File: src/inc/rcd_pkg.sv
/*
 * Constants for the reference clock divider: register map, control field
 * layout, reset values, duty codes and bus response codes.
 * Assumes a 32-bit AXI4-Lite slave with byte addresses and one register a word.
 */
package rcd_pkg;

    ////////////////////////////////////////////////////////////////////////
    // register map (byte addresses)
    localparam int unsigned ADDR_W = 8;
    localparam logic [ADDR_W-1:0] ADDR_CONTROL = 8'h00;
    localparam logic [ADDR_W-1:0] ADDR_STATUS = 8'h04;

    ////////////////////////////////////////////////////////////////////////
    // control register fields
    localparam int unsigned CTRL_W = 8;
    localparam int unsigned CTRL_EN_BIT = 7;
    localparam int unsigned CTRL_OE_BIT = 6;
    localparam int unsigned CTRL_SLR_BIT = 5;
    localparam int unsigned CTRL_DC_LSB = 3;
    localparam int unsigned DC_W = 2;
    localparam int unsigned CTRL_DIV_LSB = 0;
    localparam int unsigned DIV_W = 3;
    // slew limiting on, duty 50 %, everything else off
    localparam logic [CTRL_W-1:0] CTRL_RESET = 8'h30;

    ////////////////////////////////////////////////////////////////////////
    // status register fields
    localparam int unsigned STAT_LEVEL_BIT = 0;
    localparam int unsigned STAT_PIN_REF_BIT = 1;
    localparam int unsigned STAT_PIN_LEGACY_BIT = 2;
    localparam int unsigned STAT_PIN_OSC_BIT = 3;
    localparam int unsigned STAT_RUN_BIT = 4;

    ////////////////////////////////////////////////////////////////////////
    // duty codes and divider
    localparam logic [DC_W-1:0] DUTY_0 = 2'h0;
    localparam logic [DC_W-1:0] DUTY_25 = 2'h1;
    localparam logic [DC_W-1:0] DUTY_50 = 2'h2;
    localparam logic [DC_W-1:0] DUTY_75 = 2'h3;
    localparam logic [DIV_W-1:0] DIV_BY_1 = 3'h0;
    localparam logic [DIV_W-1:0] DIV_BY_2 = 3'h1;
    localparam int unsigned CNT_W = 8;
    localparam int unsigned LEGACY_CNT_W = 2;

    ////////////////////////////////////////////////////////////////////////
    // bus responses
    localparam logic [1:0] RESP_OKAY = 2'h0;
    localparam logic [1:0] RESP_SLVERR = 2'h2;

    // who owns the shared pin
    typedef enum logic [1:0] {PIN_IDLE, PIN_OSC, PIN_LEGACY, PIN_REF} rcd_pin_src_t;

endpackage

File: src/logic/rcd_top.sv
/*
 * Reference clock divider: divides the system clock by a power of two,
 * shapes its duty cycle, feeds the signal modulator and, when allowed,
 * the shared oscillator/reference pin. Control over AXI4-Lite.
 * Assumes aclk is the system clock, the pin pad and the oscillator sit
 * outside, and configuration/sleep levels are synchronous to aclk.
 */
// The address map and register access over AXI4-Lite were decided locally.
`timescale 1ns/1ps
`default_nettype none
module rcd_top (
    // clock and reset
    input wire logic aclk,
    input wire logic aresetn,
    // axi4-lite write address
    input wire logic awvalid,
    output logic awready,
    input wire logic [rcd_pkg::ADDR_W-1:0] awaddr,
    input wire logic [2:0] awprot,
    // axi4-lite write data
    input wire logic wvalid,
    output logic wready,
    input wire logic [31:0] wdata,
    input wire logic [3:0] wstrb,
    // axi4-lite write response
    output logic bvalid,
    input wire logic bready,
    output logic [1:0] bresp,
    // axi4-lite read address
    input wire logic arvalid,
    output logic arready,
    input wire logic [rcd_pkg::ADDR_W-1:0] araddr,
    input wire logic [2:0] arprot,
    // axi4-lite read data
    output logic rvalid,
    input wire logic rready,
    output logic [31:0] rdata,
    output logic [1:0] rresp,
    // device configuration and power state
    input wire logic low_power_crystal_mode,
    input wire logic standard_crystal_mode,
    input wire logic high_speed_crystal_mode,
    input wire logic legacy_clock_out_select,
    input wire logic sleep_active,
    // shared oscillator / reference pin
    output logic ref_clock_pin,
    output logic ref_clock_pin_oe_n,
    output logic ref_slew_limit_enable,
    // secondary clock to the modulator
    output logic ref_mod_clock
);
    import rcd_pkg::*;

    ////////////////////////////////////////////////////////////////////////
    // high time, in system clock cycles, for a divider and duty code
    function automatic logic [CNT_W-1:0] duty_high(input logic [DIV_W-1:0] div,
                                                   input logic [DC_W-1:0] dc);
        logic [CNT_W-1:0] period;
        period = CNT_W'(1) << div;
        if (div == DIV_BY_2) begin
            // half period; the quarter steps come from the clock phase
            duty_high = (dc == DUTY_0) ? '0 : CNT_W'(1);
        end else begin
            unique case (dc)
                DUTY_0: duty_high = '0;
                DUTY_25: duty_high = period >> 2;
                DUTY_50: duty_high = period >> 1;
                DUTY_75: duty_high = period - (period >> 2);
            endcase
        end
    endfunction

    ////////////////////////////////////////////////////////////////////////
    // control register and its fields
    logic [CTRL_W-1:0] ctrl_q, ctrl_d;
    logic module_en;
    logic pin_oe_bit;
    logic [DC_W-1:0] ref_duty_select;
    logic [DIV_W-1:0] ref_divider_select;

    // field decode
    assign module_en = ctrl_q[CTRL_EN_BIT];
    assign pin_oe_bit = ctrl_q[CTRL_OE_BIT];
    assign ref_duty_select = ctrl_q[CTRL_DC_LSB +: DC_W];
    assign ref_divider_select = ctrl_q[CTRL_DIV_LSB +: DIV_W];

    ////////////////////////////////////////////////////////////////////////
    // axi4-lite write side: address and data taken in either order
    logic aw_got_q, aw_got_d;
    logic w_got_q, w_got_d;
    logic [ADDR_W-1:0] waddr_q, waddr_d;
    logic [CTRL_W-1:0] wbyte_q, wbyte_d;
    logic wlane_q, wlane_d;
    logic bvalid_q, bvalid_d;
    logic [1:0] bresp_q, bresp_d;

    // one write in flight; channels close until the response is taken
    assign awready = !aw_got_q && !bvalid_q;
    assign wready = !w_got_q && !bvalid_q;
    assign bvalid = bvalid_q;
    assign bresp = bresp_q;

    // write next-state, including the register update
    always_comb begin
        logic aw_now;
        logic w_now;
        logic [ADDR_W-1:0] addr;
        logic [CTRL_W-1:0] data;
        logic lane;
        aw_now = aw_got_q || (awvalid && awready);
        w_now = w_got_q || (wvalid && wready);
        addr = aw_got_q ? waddr_q : awaddr;
        data = w_got_q ? wbyte_q : wdata[CTRL_W-1:0];
        lane = w_got_q ? wlane_q : wstrb[0];
        aw_got_d = aw_now;
        w_got_d = w_now;
        waddr_d = (awvalid && awready) ? awaddr : waddr_q;
        wbyte_d = (wvalid && wready) ? wdata[CTRL_W-1:0] : wbyte_q;
        wlane_d = (wvalid && wready) ? wstrb[0] : wlane_q;
        bvalid_d = bvalid_q && !bready;
        bresp_d = bresp_q;
        ctrl_d = ctrl_q;
        if (aw_now && w_now && !bvalid_q) begin
            aw_got_d = 1'b0;
            w_got_d = 1'b0;
            bvalid_d = 1'b1;
            if (addr == ADDR_CONTROL) begin
                bresp_d = RESP_OKAY;
                if (lane) begin
                    ctrl_d = data;
                end
            end else if (addr == ADDR_STATUS) begin
                bresp_d = RESP_OKAY; // status is read-only, write dropped
            end else begin
                bresp_d = RESP_SLVERR;
            end
        end
    end

    // write registers; any reset restores the control defaults
    always_ff @(posedge aclk) begin
        if (!aresetn) begin
            ctrl_q <= CTRL_RESET;
            aw_got_q <= 1'b0;
            w_got_q <= 1'b0;
            waddr_q <= '0;
            wbyte_q <= '0;
            wlane_q <= 1'b0;
            bvalid_q <= 1'b0;
            bresp_q <= RESP_OKAY;
        end else begin
            ctrl_q <= ctrl_d;
            aw_got_q <= aw_got_d;
            w_got_q <= w_got_d;
            waddr_q <= waddr_d;
            wbyte_q <= wbyte_d;
            wlane_q <= wlane_d;
            bvalid_q <= bvalid_d;
            bresp_q <= bresp_d;
        end
    end

    ////////////////////////////////////////////////////////////////////////
    // divider: counter and registered waveform
    logic [CNT_W-1:0] cnt_q, cnt_d;
    logic wave_q, wave_d;
    logic hold_q, hold_d;
    logic running;
    logic ref_level_live;

    // sleep stops the generator whatever the clock source
    assign running = module_en && !sleep_active;

    // counter wraps at the period; a shrinking period wraps at once
    always_comb begin
        logic [CNT_W-1:0] period;
        period = CNT_W'(1) << ref_divider_select;
        cnt_d = cnt_q;
        wave_d = wave_q;
        hold_d = hold_q;
        if (!module_en) begin
            cnt_d = '0;
            wave_d = 1'b0;
            hold_d = 1'b0;
        end else if (running) begin
            cnt_d = (cnt_q >= period - CNT_W'(1)) ? '0 : cnt_q + CNT_W'(1);
            wave_d = cnt_d < duty_high(ref_divider_select, ref_duty_select);
            hold_d = ref_level_live;
        end
    end

    // generator state; sleep leaves it untouched
    always_ff @(posedge aclk) begin
        if (!aresetn) begin
            cnt_q <= '0;
            wave_q <= 1'b0;
            hold_q <= 1'b0;
        end else begin
            cnt_q <= cnt_d;
            wave_q <= wave_d;
            hold_q <= hold_d;
        end
    end

    ////////////////////////////////////////////////////////////////////////
    // output shaping: the two fastest ratios use the clock level itself,
    // so their quarter steps track the source duty and are not exact
    logic ref_level;

    always_comb begin
        ref_level_live = wave_q;
        if (ref_divider_select == DIV_BY_1) begin
            ref_level_live = module_en && (ref_duty_select != DUTY_0) && aclk;
        end else if (ref_divider_select == DIV_BY_2) begin
            unique case (ref_duty_select)
                DUTY_25: ref_level_live = wave_q && aclk;
                DUTY_75: ref_level_live = wave_q || aclk;
                default: ref_level_live = wave_q;
            endcase
        end
    end

    // sleep shows the level held from the last running cycle
    assign ref_level = sleep_active ? hold_q : ref_level_live;
    // modulator sees the clock whatever happens at the pin
    assign ref_mod_clock = ref_level;

    ////////////////////////////////////////////////////////////////////////
    // legacy clock-out: system clock divided by four
    logic [LEGACY_CNT_W-1:0] leg_cnt_q, leg_cnt_d;

    // frozen in sleep like the rest of the clock tree
    assign leg_cnt_d = sleep_active ? leg_cnt_q : leg_cnt_q + LEGACY_CNT_W'(1);

    always_ff @(posedge aclk) begin
        if (!aresetn) begin
            leg_cnt_q <= '0;
        end else begin
            leg_cnt_q <= leg_cnt_d;
        end
    end

    ////////////////////////////////////////////////////////////////////////
    // pin ownership: oscillator first, then legacy clock-out, then us
    rcd_pin_src_t pin_src_q, pin_src_d;
    logic crystal_mode;

    assign crystal_mode = low_power_crystal_mode || standard_crystal_mode
                          || high_speed_crystal_mode;

    always_comb begin
        if (crystal_mode) begin
            pin_src_d = PIN_OSC;
        end else if (!legacy_clock_out_select) begin
            pin_src_d = PIN_LEGACY;
        end else if (module_en && pin_oe_bit) begin
            pin_src_d = PIN_REF;
        end else begin
            pin_src_d = PIN_IDLE;
        end
    end

    // registered so the pin driver never glitches on a config change
    always_ff @(posedge aclk) begin
        if (!aresetn) begin
            pin_src_q <= PIN_IDLE;
        end else begin
            pin_src_q <= pin_src_d;
        end
    end

    // pin data and enable; the enable is low while we drive
    always_comb begin
        unique case (pin_src_q)
            PIN_OSC: begin
                ref_clock_pin = 1'b0;
                ref_clock_pin_oe_n = 1'b1;
            end
            PIN_LEGACY: begin
                ref_clock_pin = leg_cnt_q[LEGACY_CNT_W-1];
                ref_clock_pin_oe_n = 1'b0;
            end
            PIN_REF: begin
                ref_clock_pin = ref_level;
                ref_clock_pin_oe_n = 1'b0;
            end
            PIN_IDLE: begin
                ref_clock_pin = 1'b0;
                ref_clock_pin_oe_n = 1'b1;
            end
        endcase
    end

    // slew limiting straight from the control bit
    assign ref_slew_limit_enable = ctrl_q[CTRL_SLR_BIT];

    ////////////////////////////////////////////////////////////////////////
    // axi4-lite read side
    logic rvalid_q, rvalid_d;
    logic [31:0] rdata_q, rdata_d;
    logic [1:0] rresp_q, rresp_d;
    logic [31:0] status_word;

    assign arready = !rvalid_q;
    assign rvalid = rvalid_q;
    assign rdata = rdata_q;
    assign rresp = rresp_q;

    // live state of the generator and of the pin
    always_comb begin
        status_word = '0;
        status_word[STAT_LEVEL_BIT] = wave_q;
        status_word[STAT_PIN_REF_BIT] = (pin_src_q == PIN_REF);
        status_word[STAT_PIN_LEGACY_BIT] = (pin_src_q == PIN_LEGACY);
        status_word[STAT_PIN_OSC_BIT] = (pin_src_q == PIN_OSC);
        status_word[STAT_RUN_BIT] = running;
    end

    // read next-state; unmapped addresses answer slverr with zero data
    always_comb begin
        rvalid_d = rvalid_q && !rready;
        rdata_d = rdata_q;
        rresp_d = rresp_q;
        if (arvalid && arready) begin
            rvalid_d = 1'b1;
            rresp_d = RESP_OKAY;
            if (araddr == ADDR_CONTROL) begin
                rdata_d = {{(32-CTRL_W){1'b0}}, ctrl_q};
            end else if (araddr == ADDR_STATUS) begin
                rdata_d = status_word;
            end else begin
                rdata_d = '0;
                rresp_d = RESP_SLVERR;
            end
        end
    end

    always_ff @(posedge aclk) begin
        if (!aresetn) begin
            rvalid_q <= 1'b0;
            rdata_q <= '0;
            rresp_q <= RESP_OKAY;
        end else begin
            rvalid_q <= rvalid_d;
            rdata_q <= rdata_d;
            rresp_q <= rresp_d;
        end
    end

endmodule
`default_nettype wire

File: config.mk
export PLATFORM = sky130hd
export DESIGN_NAME = rcd_top
export DESIGN_NICKNAME = d
export VERILOG_FILES = /design/src/inc/rcd_pkg.sv /design/src/logic/rcd_top.sv
export SDC_FILE = /design/constraint.sdc
export NUM_CORES = 1
export LEC_CHECK = 0
export BUFFER_PORTS_ARGS = -buffer_cell sky130_fd_sc_hd__buf_2
export CORE_MARGIN = 4
export CORE_UTILIZATION = 45
export DETAILED_ROUTE_END_ITERATION = 10
export PLACE_DENSITY = 0.78
export SYNTH_ARGS = -nofsm -noshare
export SYNTH_HDL_FRONTEND = slang
export SYNTH_SLANG_ARGS = --single-unit
File: constraint.sdc
create_clock -name aclk -period 4.2 [get_ports aclk]
set_input_delay 0.42 -clock aclk [delete_from_list [all_inputs] [get_ports aclk]]
set_output_delay 0.42 -clock aclk [all_outputs]
set_load 0.02 [all_outputs]
## Word-level counts from Yosys, hierarchy flattened

Cells that the tools add are included.

- Register bits: 79
- Input bits: 70
- Output and inout bits: 45

- Multiplexer cells: 26
- Shift operators: 1
- Eq/ne operators: 9
- Bitwise operators: 1
- Reduce and logical (&&, ||, !) cells: 38
- Order comparisons: 2
- Add/sub/neg operators: 4

Operator list:

| operator | count |
|---|---|
| $mux W8 | 7 |
| $pmux W8 S4 | 1 |
| $eq A8 B3 Y1 const B | 2 |
| $logic_not A8 Y1 | 2 |
| $logic_and A1 B1 Y1 | 14 |
| $mux W2 | 6 |
| $add A8 B1 Y8 const B | 1 |
| $eq A2 B2 Y1 const B | 4 |
| $ge A8 B8 Y1 | 1 |
| $lt A8 B8 Y1 | 1 |
| $mux W1 | 8 |
| $reduce_or A2 Y1 | 4 |
| $shl A1 B3 Y8 const A | 1 |
| $sub A8 B1 Y8 const B | 1 |
| $sub A8 B6 Y8 | 1 |
| $logic_not A1 Y1 | 7 |
| $logic_or A1 B1 Y1 | 5 |
| $mux W5 | 1 |
| $eq A2 B1 Y1 const B | 2 |
| $logic_not A2 Y1 | 2 |
| $pmux W1 S2 | 2 |
| $eq A3 B1 Y1 const B | 1 |
| $logic_not A3 Y1 | 1 |
| $pmux W1 S3 | 1 |
| other kinds (5) | 5 |

## Depth between registers and ports, before layout

Gate-level depths: netlist (run 1).

- Depth in word-level cells: 7
- Depth in mapped cells: 15
- Depth with buffers taken out: 14

==> results of run 1 <==
==> synth_stat cells, types with 5 or more instances <==
master / count
a211oi_1: 13
a21o_1: 5
a21oi_1: 40
a31oi_1: 5
and3_1: 5
buf_4: 26
clkbuf_1: 17
dfxtp_1: 53
ha_1: 19
inv_1: 14
mux2i_1: 10
nand2_1: 60
nand2b_1: 6
nand3_1: 15
nor2_1: 41
nor2b_1: 8
nor3_1: 16
nor4_1: 6
o21ai_0: 18
==> cells by family after synthesis <==
logic type,count (synthesis)
buffers and inverters,62
AOI/OAI and AO/OA,113
other,2
DFF,53
xor gates and xnor gates,6
adders and majority gates,19
muxes,12
and+or+nand+nor,170
==> power groups by stage <==
stage                     Sequential (mW)  Clock (mW)  Combinational (mW)
after floorplan                     0.551     0.00616               0.132
after global placement              0.554     0.00673               0.151
after detailed placement            0.555     0.00673               0.154
after CTS                           0.544       0.565               0.155
after global routing                0.548       0.590               0.174
final                               0.544       0.560               0.156
==> timing repair <==
action | in CTS | in global routing
gates resized for setup | 3 | 0
setup buffers | 1 | 0
setup endpoints to repair | 1 | 0
==> worst reg2reg max path, delay by kind of cell, from the launching register on <==
kind | cells | cell delay, ns
compound gates | 7 | 1.79
flops | 1 | 0.75
simple gates | 3 | 0.55
fa+ha+maj | 2 | 0.52
==> registers in the layout (all words and copies together) (netlist names), 2 cells and up <==
name and count:
waddr_q 8, ctrl_q 8, pin_src_q 2, wbyte_q 8, leg_cnt_q 2, cnt_q 8
rdata 8
==> per-stage QoR <==
step / std cells / hold slack (ns) / setup slack [ns] / cell area [µm²]
CTS: 589 / 0.1684 / 0.07787 / 3830
global route: 589 / 0.1599 / 0.08357 / 3830
detailed placement: 569 / 0.4482 / 0.5640 / 3560
floorplan: 462 / 0.4312 / 0.9064 / 3448
finish: 589 / 0.1754 / 0.09823 / 3830
global placement: 569 / 0.4365 / 0.6302 / 3560
==> per-layer routing <==
layer | vias up | GRT usage [%] | part of all wire [%] | wire length [µm]
met4 | 0 | 9.868 | 1.1 | 93
li1 | 1597 | - | - | -
met1 | 1490 | 23.13 | 42 | 3455
met3 | 14 | 6.375 | 8.6 | 707
met2 | 159 | 29.37 | 48 | 3990
met5 | - | 0.5952 | 0 | 0
==> worst paths after layout <==
path	endpoint	depth (start not counted)	start
worst min-delay path	rvalid	2	rready
worst max register to register	wave_q	12	ctrl_q[2]
worst max-delay path	ref_clock_pin	12	aclk
worst min register to register	wlane_q	2	wlane_q
==> cell type report <==
type | count | area, µm²
Timing Repair Buffer | 54 | 272.8
Clock buffer | 20 | 241.5
Multi-Input combinational cell | 347 | 2039
Fill cell | 700 | 3423
Sequential cell | 53 | 1061
Inverter | 13 | 48.80
Tap cell | 99 | 123.9
Clock inverter | 3 | 42.54
==> metrics, run 1 <==
WS Path Type=clk -> out; clk_lat worst skew=0.42 ns; Setup TNS Final=0 ns; core footprint=7253 µm²; Seq cells post-synth=53; worst rel slew slack=19.21%; Syn Area/Cell=7.676 µm²; Static Leak=1.572 nW; via count=3260; class of the tightest hold or removal check=in -> reg; Post-Synthesis Cells=437; initial antenna violation count=0; CP max stage cell=o31ai_1; Sw Ratio=28.00%; drt wl/cell=14.00 µm; Rows=31; Compound-Gate Fraction of Synth Area=22.16%; fin util=52.80%; dominant synthesized flop cell=dfxtp_1; Cell variety after synth=52; router iterations before antenna repair=7; setup violators final=0; max-slew violations=0; buffer and inverter count on the worst path=7; P_sw=352.8 µW; maximum VDD drop=0.2284 mV; most common cell after layout, fill and taps aside=nand2_1; Synth top area share=31.63%; crit path launch type=clock port; number of antenna-violating nets in the routed design=0; CTS clk-pin slew, worst paths=0.10 ns; mux cell area share after synthesis=3.655%; die width=94.34 µm; vias in the first global route=3147; largest net degree at the start of global routing=39; via/cell ratio=5.535; most frequent cells in the layout=nand2_1 (60), buf_2 (54), dfxtp_1 (53); CP dominant cell by count=clkbuf_8; main combinational cell family by area after synthesis=simple AND/OR/NAND/NOR gates; status=completed; global route overflow=0; Comb power frac=12.4%; synth top area cells=dfxtp_1 (32%), ha_1 (7.1%), nand2_1 (6.7%), a21oi_1 (6.0%), buf_4 (5.8%); port buffer count=55; RSZ-0062 raised after global routing=no; IO Pins=115; # DRC=0; CP required=3.78 ns; Worst Tran Pin Value=1.210 ns; post-synthesis xor/xnor area fraction=1.567%; layout cells sized above 1=16.53%; Synth Area in Adders=7.087%; Post-synth EDFFs=0; Fin. Hold Viols=0; Worst EP arrival=3.68 ns; ys async rst share=0%; CTS tree=built; sequential share of power=43.2%; first-pass GRT wire length=13520 µm; fin nets=576; clock share of power=44.4%; synthesized area=3354 µm²; crit path cell chain=clkbuf_8 > clkbuf_8 > clkbuf_8 > clkbuf_8 > nand2_1 > a21boi_1 > o31ai_1 > a31oi_1 > clkbuf_8 > clkbuf_8 > o21ba_2 > buf_6; DRT Wirelength=8247 µm; Synth Area in Simple Gates=23.31%; Starting DRT DRC Count=307; n_diodes=0; Tot Pwr=1.260 mW; GPL Wtd Cong=0.9032; Die H=94.34 µm; Setup crit end kind=primary output; GRT Overall Usage=18.91%; Worst Clk Skew=0.005266 ns; post-cts hold buffer count=0; area grow syn2layout=14.17%; Worst path max stage delay=0.27 ns; P_int=907.3 µW; CP top delay family=buffers and inverters; die area=8900 µm²; register area share after synthesis=31.63%; Yosys warning total=0; largest area contributor in the netlist=dfxtp_1; Max Fanout on Critical Path=2; starting density of the core=46.25%; Detailed Place HPWL=5720 µm; Worst R2R Setup Slack=0.49 ns; P per Cell Area=329.0 nW/µm²; maxcap violations=0
(Power assumes the default switching activity.)
==> run 2: changes to the inputs <==
--- a/config.mk
+++ b/config.mk
@@ -10,6 +10,7 @@
 export CORE_UTILIZATION = 45
 export DETAILED_ROUTE_END_ITERATION = 10
 export PLACE_DENSITY = 0.78
+export REMOVE_ABC_BUFFERS = 1
 export SYNTH_ARGS = -nofsm -noshare
 export SYNTH_HDL_FRONTEND = slang
 export SYNTH_SLANG_ARGS = --single-unit
==> run 2 against run 1 <==
  * Final cell count is 0.34% lower
  * Clock-buffer cell count fell by 1
  * Clock skew up 0.0026 ns
  * Final area fell by 1.1%
  * Worst hold slack worse by 0.0073 ns
  * Sequential power hardly changed
  * Sequential cell count is the same
  * Critical path type unchanged
==> metrics, run 2 (same netlist as run 1, synthesis figures left out) <==
status=completed; RSZ-0062 raised after global routing=no; Worst R2R Setup Slack=0.55 ns; Detailed Place HPWL=5652 µm; Static Leak=1.546 nW; fin nets=575; CP top delay family=buffers and inverters; CP max stage cell=o31ai_1; Max Fanout on Critical Path=2; vias in the first global route=2980; Tot Pwr=1.199 mW; placed instance count=568; crit path from=aclk; Worst Tran Pin Value=1.176 ns; Worst path max stage delay=0.24 ns; drt wl/cell=13.69 µm; setup violators final=0; first-pass GRT wire length=12700 µm; WS Path Type=clk -> out; n_diodes=0; IO Pins=115; initial antenna violation count=0; die width=94.34 µm; Setup crit end=ref_clock_pin; maxcap violations=0; P per Cell Area=316.6 nW/µm²; CP dominant cell by count=clkbuf_8; area grow syn2layout=12.87%; hold path startpoint=rready; maximum VDD drop=0.1974 mV; Worst Clk Skew=0.007856 ns; via/cell ratio=5.501; Crit. path cell count=12; number of antenna-violating nets in the routed design=0; worst r2r dst=wave_q; max-slew violations=0; r2r startpoint=ctrl_q[0]; Die H=94.34 µm; core footprint=7253 µm²; CP required=3.78 ns; most frequent cells in the layout=nand2_1 (59), buf_2 (54), dfxtp_1 (53); router iterations before antenna repair=5; layout cells sized above 1=16.39%; buffer and inverter count on the worst path=7; class of the tightest hold or removal check=in -> reg; Setup TNS Final=0 ns; Reg2Reg Depth=13; crit path launch type=clock port; Starting DRT DRC Count=276; DRT Wirelength=8036 µm; clk_lat worst skew=0.42 ns; GPL Wtd Cong=0.8987; Fin. Hold Viols=0; CTS tree=built; worst rel slew slack=21.50%; most common cell after layout, fill and taps aside=nand2_1; # DRC=0; Rows=31; via count=3229; port buffer count=55; Setup crit end kind=primary output; Non-Filler Instances=587; Worst EP arrival=3.70 ns; largest net degree at the start of global routing=39; CTS clk-pin slew, worst paths=0.10 ns; die area=8900 µm²; global route overflow=0; crit path cell chain=clkbuf_8 > clkbuf_8 > clkbuf_8 > clkbuf_8 > clkbuf_8 > nand2_2 > a21boi_1 > o31ai_1 > a31oi_1 > clkbuf_8 > o21ba_2 > buf_6; starting density of the core=46.25%; GRT Overall Usage=17.80%
## run 2: cell types whose count changed in the layout (fill, tap and decap cells not counted), sizes merged
cell      delta
bufinv       -1
clkbuf       -1
clkinvlp     +1
buf          -1
## run 2: metrics by stage
stage	worst slack [ns]	util [%]	hold slack, ns	instance area [µm²]
after floorplan	0.8950	-	0.4312	3153
after global placement	0.6782	48.97	0.4371	3552
after detailed placement	0.5869	48.97	0.4414	3552
after CTS	0.01051	52.08	0.1655	3777
after global routing	0.01067	52.20	0.1619	3786
final	0.08113	52.20	0.1681	3786
## run 2: report_power, final
group	switching [mW]	internal (mW)	leakage [nW]
clock	0.232	0.268	0.149
combinational	0.102	0.0531	0.965
sequential	0.0201	0.524	0.432
## run 2: cell type report
| class | count | area (µm²) |
|---|---|---|
| Clock buffer | 19 | 227.7 |
| Tap cell | 99 | 123.9 |
| Multi-Input combinational cell | 347 | 2042 |
| Clock inverter | 3 | 17.52 |
| Fill cell | 687 | 3467 |
| Sequential cell | 53 | 1061 |
| Timing Repair Buffer | 53 | 265.3 |
| Inverter | 13 | 48.80 |
## run 2: how the worst min path moves through the flow
stage	endpoint	slack (ns)	cells after the start
2_1_floorplan	wbyte_q[4]	0.43	2
3_3_place_gp	wbyte_q[4]	0.44	2
3_5_place_dp	rdata[5]	0.44	2
4_1_cts	rvalid	0.17	2
5_1_grt	rvalid	0.16	2
6_report	rvalid	0.17	2
## run 2: repair_timing
action | in CTS | in global routing
pin swaps | 1 | 2
hold buffers | 0 | 0
resized for setup | 0 | 4
endpoints found under the setup margin | 1 | 2
endpoints found under the hold margin | 0 | 0
buffers inserted | 1 | 0
## run 2: metal layers
layer	vias to the layer above	track usage [%]	part of all wire, %
li1	1594	-	-
met4	0	8.785	1.6
met3	20	7.012	8.2
met2	152	27.25	47
met5	-	0	0
met1	1463	21.74	43
==> run 3: changes to the inputs <==
==> constraint.sdc (replaced) <==
create_clock -name aclk -period 5.1 [get_ports aclk]
set_input_delay 0.51 -clock aclk [delete_from_list [all_inputs] [get_ports aclk]]
set_output_delay 0.51 -clock aclk [all_outputs]
set_load 0.02 [all_outputs]
==> run 3 against run 2 <==
  * Setup slack improved by 0.15 ns
  * Largest cell class unchanged
  * Critical path depth is 1 higher
  * Clock-buffer cell count grew 1
  * First-iteration DRC count down 2.5%
  * Die area unchanged
  * Core utilization up 0.50 points
  * Clock skew decreased by 0.00093 ns
  * Power is 12% lower
  * Register-to-register slack better by 0.76 ns
  * Via count up 1.4%
  * Combinational power decreased by 17%
  * Clock power is 4% lower
==> metrics, run 3 (same netlist as run 1, synthesis figures left out) <==
Tot Pwr=1.059 mW; Rows=31; clk_lat worst skew=0.41 ns; Fin. Hold Viols=0; CTS tree=built; Post-CTS Setup Repair Bufs=0; setup violators final=0; die area=8900 µm²; Setup TNS Final=0 ns; Non-Filler Instances=588; worst rel slew slack=20.49%; first-pass GRT wire length=13490 µm; Worst Tran Pin Value=1.191 ns; Worst Clk Skew=0.006921 ns; fin nets=575; layout cells sized above 1=16.36%; maximum VDD drop=0.2631 mV; placed instance count=568; Die H=94.34 µm; Detailed Place HPWL=5784 µm; most frequent cells in the layout=nand2_1 (60), buf_2 (55), dfxtp_1 (53); vias in the first global route=3013; Max Fanout on Critical Path=2; WS Path Type=clk -> out; Setup crit end kind=primary output; status=completed; largest net degree at the start of global routing=39; IO Pins=115; starting density of the core=46.25%; global route overflow=0; class of the tightest hold or removal check=in -> reg; initial antenna violation count=0; # DRC=0; area grow syn2layout=13.95%; number of antenna-violating nets in the routed design=0; DRT Wirelength=8372 µm; fin area=3822 µm²; core footprint=7253 µm²; WHS=0.2675 ns; CTS clk-pin slew, worst paths=0.10 ns; Worst EP arrival=4.36 ns; GPL Wtd Cong=0.8787; via count=3274; Area after DPL=3552 µm²; GRT Overall Usage=18.97%; RSZ-0062 raised after global routing=no; router iterations before antenna repair=7; post-cts hold buffer count=0; Static Leak=1.568 nW; crit path launch type=clock port; n_diodes=0; max-slew violations=0; drt wl/cell=14.24 µm; P per Cell Area=277.0 nW/µm²; Starting DRT DRC Count=269; most common cell after layout, fill and taps aside=nand2_1; port buffer count=55; CP required=4.59 ns; via/cell ratio=5.568; post-CTS sizing=0; die width=94.34 µm; maxcap violations=0
run 3: cell types whose count changed in the layout (fill, tap and decap cells not counted), sizes merged:
cell / previous run / this run
clkbuf: 16 / 18
clkinvlp: 1 / 0
buf: 56 / 55
bufinv: 0 / 1
run 3: metal layers:
metal / routed length, µm / vias up / GRT usage (%)
met5: 0 / - / 0
met4: 139 / 0 / 8.544
met3: 649 / 21 / 5.418
met2: 4008 / 165 / 30.61
met1: 3575 / 1488 / 23.45
li1: - / 1600 / -
run 3: report_power, final:
| part | leakage (nW) | internal, mW | switching, mW |
|---|---|---|---|
| combinational | 0.965 | 0.0438 | 0.0848 |
| clock | 0.172 | 0.288 | 0.194 |
| sequential | 0.432 | 0.431 | 0.0175 |
run 3: final timing paths:
kind,from,end,slack (ns),cells after the start
max,aclk,ref_clock_pin,0.23,13
min,rready,rvalid,0.27,2
max reg2reg,ctrl_q[2],wave_q,1.31,12
min reg2reg,wbyte_q[3],wbyte_q[3],0.46,2
run 3: final cells by class:
type / instances / area [µm²]
fillers: 690 / 3431
multi-input cells: 347 / 2039
flip-flops and latches: 53 / 1061
repair buffers: 53 / 265.3
clock buffers: 20 / 241.5
well taps: 99 / 123.9
inverters: 13 / 48.80
clock inverters: 3 / 42.54
run 3: worst max-delay path, cell delays in order:
cell	delay (ns)
clkbuf_8	0.11
clkbuf_8	0.12
clkbuf_8	0.12
clkbuf_8	0.13
clkbuf_8	0.12
nand2_1	0.05
a21boi_0	0.08
o31ai_1	0.31
a31oi_1	0.11
clkbuf_8	0.18
clkbuf_8	0.12
o21ba_2	0.19
buf_2	0.15
run 3: through the flow:
step | setup slack, ns | utilization [%]
final | 0.2336 | 52.70
after global routing | 0.1502 | 52.70
after CTS | 0.2040 | 52.70
after detailed placement | 1.281 | 48.97
after global placement | 1.285 | 48.97
after floorplan | 1.255 | -
